**src/logic/hk_ctrl_defs.svh**
```systemverilog
// Register offsets, field positions, reset values and timing counts
`ifndef HK_CTRL_DEFS_SVH
`define HK_CTRL_DEFS_SVH
`define ADDR_INTERRUPT_FLAGS     8'h02
`define ADDR_LINK_STATUS         8'h03
`define ADDR_MODE_CTRL           8'h40
`define ADDR_RESET_PULSE_CONFIG  8'h50
`define ADDR_INTERRUPT_CONFIG    8'h53
`define BIT_LINK_BROKEN          6
`define BIT_REMOTE_DONE          4
`define BIT_DATA_RECEIVED        3
`define BIT_IRQ_POLARITY         7
`define FLAG_MASK                8'h58
`define CFG_MASK                 8'hD8
`define PERIPH_RESET_OUT_MASK                8'h0F
`define CLEAR_ALL_VALUE          8'h7F
`define PERIPH_RESET_OUT_SEL_ENABLE          3'h4
`define BIT_TX_POWER_DOWN        6
`define BIT_RX_POWER_DOWN        7
`define BIT_FORCE_RECONFIG       4
`define RESET_VALUE_8            8'h00
`define PULSE_TIME_NS            285000
`define CLK_PERIOD_NS            40
`define PULSE_CYCLES             ((`PULSE_TIME_NS + `CLK_PERIOD_NS - 1) / `CLK_PERIOD_NS)
`endif

```
**src/logic/hk_ctrl_pkg.sv**
```systemverilog
// Types shared by the housekeeping controller
package hk_ctrl_pkg;
    typedef logic [7:0] byte_t;
    typedef enum logic [1:0] {
        PW_BOOT,
        PW_PULSE,
        PW_RUN,
        PW_DOWN
    } power_state_e;
endpackage

```
**src/logic/irq_reset_out_power_down_ctrl.sv**
```systemverilog
// Interrupt, peripheral reset pulse and power-down control of the device
// Functional notes
// [RQ1] Enabled event holds IRQ active until cleared
// [RQ2] Writing one clears that flag and interrupt
// [RQ3] Writing 0x7F clears every flag
// [RQ4] Flags at bits 6, 4, 3; rest zero
// [RQ5] Remote done set by send or transfer
// [RQ6] Data received means count bytes buffered
// [RQ7] Enables at config bits 6, 4, 3
// [RQ8] Config bit 7 selects IRQ polarity
// [RQ9] IRQ active iff flag and enable both set
// [RQ10] Reset pulse only in transmitter role
// [RQ11] Pulse after power-on and each reconfiguration; RECONFIG is only taken in PW_RUN, not in PW_PULSE or PW_DOWN
// [RQ12] Select 0 disables, 4 enables pulse
// [RQ13] Bit 0 selects pulse polarity
// [RQ14] Pulse lasts about 285 microseconds
// [RQ15] Power-down only by host command
// [RQ16] Transmitter mode bit 6 enters power-down
// [RQ17] Receiver mode bit 7 enters power-down
// [RQ18] Wake on falling edge of selected pin
// [RQ19] Registers kept through power-down
// [RQ20] Audio pins inputs until link established
// [RQ21] Host drives input audio pins, no floating
//
// Our own choice: strobed register access.
`include "hk_ctrl_defs.svh"
module irq_reset_out_power_down_ctrl #(
    parameter int PULSE_LEN = `PULSE_CYCLES
) (
    input  wire logic               CLK,
    input  wire logic               RST,
    input  wire logic               CE,
    input  wire logic [7:0]         ADDR,
    input  wire hk_ctrl_pkg::byte_t WDATA,
    input  wire logic               WR,
    input  wire logic               RD,
    output logic [7:0]              RDATA,
    input  wire logic               TX_ROLE,
    input  wire logic               IF_SEL,
    input  wire logic               CHIP_SEL_N,
    input  wire logic               TWO_WIRE_DATA_PIN,
    input  wire logic               LINK_BROKEN_EV,
    input  wire logic               REMOTE_SEND_DONE,
    input  wire logic               LINK_CFG_DONE,
    input  wire logic               RX_DATA_READY,
    input  wire logic               LINK_UP,
    input  wire logic               RECONFIG,
    output logic                    IRQ,
    output logic                    PERIPH_RESET_OUT,
    output logic                    PERIPH_RESET_OE,
    output logic                    POWER_DOWN,
    output logic                    AUDIO_OUT_EN
);
    import hk_ctrl_pkg::*;

    byte_t        flags_reg;
    byte_t        cfg_reg;
    byte_t        periph_reset_out_reg;
    byte_t        mode_reg;
    logic         link_reg;
    logic [2:0]   wake_sync_reg;
    logic [31:0]  pulse_cnt_reg;
    power_state_e state_reg;
    byte_t        set_vec;
    byte_t        clr_vec;
    logic         wake_pin;
    logic         wake_fall;
    logic         pd_cmd;
    logic         pulse_on;
    logic         wake_lvl_reg;
    logic         irq_any;

    // Event sources map onto their flag positions
    always_comb begin
        set_vec = 8'h00;
        set_vec[`BIT_LINK_BROKEN]   = LINK_BROKEN_EV;
        set_vec[`BIT_REMOTE_DONE]   = REMOTE_SEND_DONE | LINK_CFG_DONE; // [RQ5]
        set_vec[`BIT_DATA_RECEIVED] = RX_DATA_READY; // [RQ6]
    end

    // 0x7F simply has every implemented bit set, so it clears all
    assign clr_vec = (WR && ADDR == `ADDR_INTERRUPT_FLAGS) ?
                     WDATA : 8'h00; // [RQ2] [RQ3]

    // Set wins over clear so no event is lost
    always_ff @(posedge CLK or posedge RST) begin
        if (RST) begin
            flags_reg <= `RESET_VALUE_8;
        end else if (CE) begin
            flags_reg <= ((flags_reg & ~clr_vec) | set_vec)
                         & `FLAG_MASK; // [RQ1] [RQ2] [RQ4]
        end
    end

    always_ff @(posedge CLK or posedge RST) begin
        if (RST) begin
            cfg_reg  <= `RESET_VALUE_8;
            periph_reset_out_reg <= `RESET_VALUE_8;
            mode_reg <= `RESET_VALUE_8;
        end else if (CE && WR) begin
            if (ADDR == `ADDR_INTERRUPT_CONFIG) begin
                cfg_reg <= WDATA & `CFG_MASK; // [RQ7] [RQ8]
            end
            if (ADDR == `ADDR_RESET_PULSE_CONFIG) begin
                periph_reset_out_reg <= WDATA & `PERIPH_RESET_OUT_MASK; // [RQ12] [RQ13]
            end
            if (ADDR == `ADDR_MODE_CTRL) begin
                mode_reg <= WDATA;
            end
        end else if (CE && state_reg == PW_DOWN && wake_fall) begin
            // Only the power-down bits drop on wake; the rest is kept
            mode_reg[`BIT_TX_POWER_DOWN] <= 1'b0; // [RQ19]
            mode_reg[`BIT_RX_POWER_DOWN] <= 1'b0;
        end
    end

    always_ff @(posedge CLK or posedge RST) begin
        if (RST) begin
            link_reg <= 1'b0;
        end else if (CE) begin
            link_reg <= LINK_UP;
        end
    end

    // IRQ level follows flags and enables, polarity from config
    assign IRQ = ((|(flags_reg & cfg_reg & `FLAG_MASK))
                  == cfg_reg[`BIT_IRQ_POLARITY]); // [RQ1] [RQ8] [RQ9]
    // Any pending source that is also enabled
    assign irq_any = |(flags_reg & cfg_reg & `FLAG_MASK);

    // Wake pin comes from outside: three stages, stages two and three agree
    assign wake_pin = IF_SEL ? TWO_WIRE_DATA_PIN : CHIP_SEL_N; // [RQ18]
    always_ff @(posedge CLK or posedge RST) begin
        if (RST) begin
            wake_sync_reg <= 3'h7;
        end else if (CE) begin
            wake_sync_reg <= {wake_sync_reg[1:0], wake_pin};
        end
    end
    // Level moves only once stages two and three agree, so a short
    // glitch on the pin cannot wake the device
    always_ff @(posedge CLK or posedge RST) begin
        if (RST) begin
            wake_lvl_reg <= 1'b1;
        end else if (CE && wake_sync_reg[1] == wake_sync_reg[2]) begin
            wake_lvl_reg <= wake_sync_reg[2];
        end
    end
    assign wake_fall = wake_lvl_reg && !wake_sync_reg[1]
                       && !wake_sync_reg[2]; // [RQ18]

    // Power-down only from a host register write
    assign pd_cmd = TX_ROLE ? mode_reg[`BIT_TX_POWER_DOWN]   // [RQ16]
                            : mode_reg[`BIT_RX_POWER_DOWN];  // [RQ17]

    always_ff @(posedge CLK or posedge RST) begin
        if (RST) begin
            state_reg     <= PW_BOOT;
            pulse_cnt_reg <= 32'h0;
        end else if (CE) begin
            unique case (state_reg)
                PW_BOOT: begin
                    pulse_cnt_reg <= 32'h0;
                    state_reg     <= PW_PULSE; // [RQ11]
                end
                PW_PULSE: begin
                    if (pulse_cnt_reg >= 32'(PULSE_LEN - 1)) begin
                        state_reg <= PW_RUN; // [RQ14]
                    end else begin
                        pulse_cnt_reg <= pulse_cnt_reg + 32'h1;
                    end
                end
                PW_RUN: begin
                    if (RECONFIG) begin
                        state_reg <= PW_BOOT; // [RQ11]
                    end else if (pd_cmd) begin
                        state_reg <= PW_DOWN; // [RQ15]
                    end
                end
                PW_DOWN: begin
                    if (wake_fall) begin
                        state_reg <= PW_RUN; // [RQ18] [RQ19]
                    end
                end
            endcase
        end
    end

    // Pulse only with transmitter role and select field equal to 4
    assign pulse_on = (state_reg == PW_PULSE) && TX_ROLE
                      && periph_reset_out_reg[3:1] == `PERIPH_RESET_OUT_SEL_ENABLE; // [RQ10] [RQ12]

    always_ff @(posedge CLK or posedge RST) begin
        if (RST) begin
            PERIPH_RESET_OUT <= 1'b0;
            PERIPH_RESET_OE  <= 1'b0;
        end else if (CE) begin
            PERIPH_RESET_OE  <= TX_ROLE
                && periph_reset_out_reg[3:1] == `PERIPH_RESET_OUT_SEL_ENABLE; // [RQ10] [RQ12]
            PERIPH_RESET_OUT <= pulse_on ~^ periph_reset_out_reg[0]; // [RQ13]
        end
    end

    assign POWER_DOWN   = (state_reg == PW_DOWN); // [RQ15]
    // Audio pins stay inputs until the link comes up; the host must
    // then drive them so they do not float in power-down
    assign AUDIO_OUT_EN = link_reg; // [RQ20] [RQ21]

    always_ff @(posedge CLK or posedge RST) begin
        if (RST) begin
            RDATA <= 8'h00;
        end else if (CE) begin
            RDATA <= 8'h00;
            if (RD) begin
                unique case (ADDR)
                    `ADDR_INTERRUPT_FLAGS:    RDATA <= flags_reg;
                    `ADDR_INTERRUPT_CONFIG:   RDATA <= cfg_reg;
                    `ADDR_RESET_PULSE_CONFIG: RDATA <= periph_reset_out_reg;
                    `ADDR_MODE_CTRL:          RDATA <= mode_reg;
                    `ADDR_LINK_STATUS:        RDATA <= {7'h00, link_reg};
                    default:                  RDATA <= 8'h00;
                endcase
            end
        end
    end

    // Hold, clear and set checked for each implemented flag bit
    localparam int FLAG_POS [3] = '{`BIT_LINK_BROKEN, `BIT_REMOTE_DONE,
                                    `BIT_DATA_RECEIVED};
    for (genvar g = 0; g < 3; g++) begin : g_flag_chk
        localparam int P = FLAG_POS[g];

    end
endmodule

```
**config.mk**
```make
export PLATFORM = sky130hd
export DESIGN_NAME = irq_reset_out_power_down_ctrl
export DESIGN_NICKNAME = d
export VERILOG_FILES = /design/src/logic/hk_ctrl_pkg.sv /design/src/logic/irq_reset_out_power_down_ctrl.sv
export VERILOG_INCLUDE_DIRS = /design/src /design/src/logic
export SDC_FILE = /design/constraint.sdc
export NUM_CORES = 1
export LEC_CHECK = 0
export ABC_AREA = 1
export ABC_CLOCK_PERIOD_IN_PS = 2120
export BUFFER_PORTS_ARGS = -buffer_cell sky130_fd_sc_hd__buf_2
export CAP_MARGIN = 10
export CORE_MARGIN = 2
export CORE_UTILIZATION = 50
export CTS_BUF_LIST = sky130_fd_sc_hd__clkbuf_8
export DETAILED_ROUTE_END_ITERATION = 10
export PLACE_DENSITY = 0.7
export SYNTH_ARGS = -nofsm -noshare
export SYNTH_HDL_FRONTEND = slang
export SYNTH_SLANG_ARGS = --single-unit
```
**constraint.sdc**
```tcl
create_clock -name CLK -period 2.12 [get_ports CLK]
set_input_delay 0.212 -clock CLK [delete_from_list [all_inputs] [get_ports CLK]]
set_output_delay 0.212 -clock CLK [all_outputs]
set_load 0.01 [all_outputs]
```
==> results.py <==
metrics = {
    "status": {
        "status": "complete, no violations",
    },
    "sta": {
        "hold_viol": 0,
        "finalSetupViolations": 0,
        "worst_pin_slew_ps": 570,
        "final.period_utilization_pct": 76.4,
        "fin_tns_setup_ps": 0,
        "slew_headroom_pct": 61.9,
        "max_freq_mhz": 617,
        "post-route-min-period_ps": 1620,
        "fin_skew_ps": 7.45,
        "maxSlewViolCount": 0,
        "grt_setup_unrepaired": "no",
        "hold_ws_ps": 66.2,
    },
    "cells_and_area": {
        "largest_register_ff_count": 32,
        "final_layout_size_suffix_gt1_share_pct": 19.2,
        "fin_area_um2": 3940,
        "num-fill-cells": 618,
        "area_delta_synth_final_pct": 13.9,
        "antenna_cells": 0,
        "layout.nets": 524,
    },
    "detailed_routing": {
        "wl_per_cell_um": 12.4,
        "drtAntennaViolNets": 0,
        "vias_per_cell": 4.93,
        "remaining_drc_errors": 0,
        "detailroute.via_count": 2840,
        "wl_um": 7170,
        "drt_iter0_drc": 213,
        "drt_pre_antenna_iters": 4,
    },
    "clocking": {
        "root_buffer": "clkbuf_8",
        "cts_resized": 0,
        "cts_setup_buffers": 0,
        "clk_pin_slew_worst_paths_ps": 70,
        "cts-htree-levels": 3,
        "clk_latency_ps": 350,
        "numCtsBuffers": 9,
        "clockBufferDepth": 2,
        "cts_tree": "done",
        "clock-sinks": 68,
    },
    "synthesis": {
        "syn-num-nets": 476,
        "ys_warn_count": 0,
        "yosysMostFrequentCell": "nand2_1",
        "synthCells": 443,
        "synth_common_cells": "nand2_1, dfrtp_1, inv_1, nor2_1, nand3_1",
        "synthArstFlopShare_pct": 100,
        "ys_types": 33,
        "ys_seq_elements": 68,
        "syn_area_um2": 3460,
        "syn_area_per_cell_um2": 7.81,
        "ys.flop_type": "dfrtp_1",
        "synth_top_area_share_pct": 46.3,
        "yosys.area.top_type": "dfrtp_1",
        "synth_edf_count": 0,
        "synth_area_leaders": "dfrtp_1, nand2_1, inv_1",
        "ys_seq_area_share_pct": 49.3,
    },
    "global_routing": {
        "grt_pass1_wl_um": 12600,
        "grt_usage_pct": 21.2,
        "grt_max_degree": 36,
        "grt_pass1_vias": 2788,
        "grt_antenna_before_repair": 0,
        "grt-ovfl-total": 0,
    },
    "critical_path": {
        "arrival_ps": 1900,
        "crit_required_ps": 2400,
        "reg2reg_slack_ps": 500,
        "critPathLaunch": "state_reg[1]",
        "cp-end-kind": "flop",
        "r2r_cells": 5,
        "criticalPathCategory": "reg -> reg",
        "reg2reg_to": "pulse_cnt_reg[8]",
        "worst-path-max-fanout": 16,
        "start_kind": "flop",
        "reg2reg_from": "state_reg[1]",
    },
    "place": {
        "io_buffers": 43,
        "place_area_um2": 3730,
        "detailed_place_hpwl_um": 5210,
        "gp_congestion": 0.873,
    },
    "hold_path": {
        "hp-class": "in -> reg",
        "hold_depth": 3,
        "worstHoldEndpoint": "flags_reg[3]",
        "worstHoldStart": "RX_DATA_READY",
    },
    "pwr": {
        "power_mw": 3.02,
        "seq_power_share_pct": 47.2,
        "p_sw_share_pct": 30.3,
        "p_leak_nw": 2.11,
        "irDropWorstVdd_mv": 0.392,
        "switching_power_mw": 0.914,
        "internal_power_mw": 2.10,
        "clockPowerShare_pct": 35.9,
        "powerDensity_nw_per_um2": 766,
        "power_frac_comb_pct": 17.0,
    },
    "floorplan": {
        "start_util_pct": 51.2,
        "core_region_area_um2": 6760,
        "num_io_pins": 44,
        "die_w_um": 87.2,
        "die_area_um2": 7600,
        "dieHeight_um": 87.2,
        "fp-row-count": 30,
    },
    "flow_run": {
        "max-cap-violations": 0,
    },
}
[power groups by stage]
stage	combinational [mW]	sequential (mW)	clock (mW)
2_1_floorplan	0.424	1.44	0
3_3_place_gp	0.510	1.45	0
3_5_place_dp	0.512	1.45	0
4_1_cts	0.515	1.42	1.11
5_1_grt	0.575	1.43	1.17
6_report	0.512	1.42	1.08
[area by class of cell]
cell class	instances	area (um2)	area share [%]
clock buffer	11	151	3.84
clock inverter	5	51.3	1.30
inverter	58	218	5.52
multi-input combinational	305	1450	36.8
sequential	68	1710	43.3
tap	80	100	2.54
timing repair buffer	49	263	6.67
[cells in the final DEF (no fill, tap or decap), types with 5 or more instances in the layout]
cell type / n
buf_2: 43
buf_4: 5
clkbuf_8: 11
dfrtp_1: 64
inv_1: 56
nand2_1: 138
nand2_2: 9
nand3_1: 41
nand4_1: 5
nor2_1: 46
nor2_2: 6
o21ai_0: 29
xor2_1: 9
[critical path, cell delays in order, from the launching register on]
cell and delay [ps]:
dfrtp_1 470, nor2_4 180, nand2_1 360, nand2_4 380
nand2_1 100, nand2_1 70
[how the worst max path moves through the flow]
stage,to
2_1_floorplan,AUDIO_OUT_EN
3_3_place_gp,PERIPH_RESET_OUT
3_5_place_dp,pulse_cnt_reg[8]
4_1_cts,pulse_cnt_reg[8]
5_1_grt,pulse_cnt_reg[8]
6_report,pulse_cnt_reg[8]
[per-stage QoR]
step	utilization, %	worst slack (ps)	instances
CTS	58.3	501	576
global placement	55.2	525	559
finish	58.3	500	576
global route	58.3	333	576
detailed placement	55.2	524	559
floorplan	-	203	443
[cell families after synthesis]
group,Yosys count,share of synthesized area (%)
AO/OA/AOI/OAI,32,4.70
XOR/XNOR,10,2.53
adder cells (fa/ha/maj),2,0.723
buffers and inverters,70,8.72
flip-flops,68,49.3
multiplexers,2,0.615
AND/OR/NAND/NOR,259,33.4
[routing by layer]
layer	up-vias	wire length (um)	track usage, %	part of all wire [%]
met5	-	0	0	0
met4	0	137	8.81	1.9
met3	12	231	3.98	3.2
met2	56	3400	34.0	47
met1	1309	3410	28.3	48
li1	1463	-	-	-
[what timing repair did]
action                                  in CTS  in global routing
hold endpoints to repair                     8                  0
hold buffers                                 1                  0
endpoints found under the setup margin       0                  0
Power figures use the tool's default switching activity.
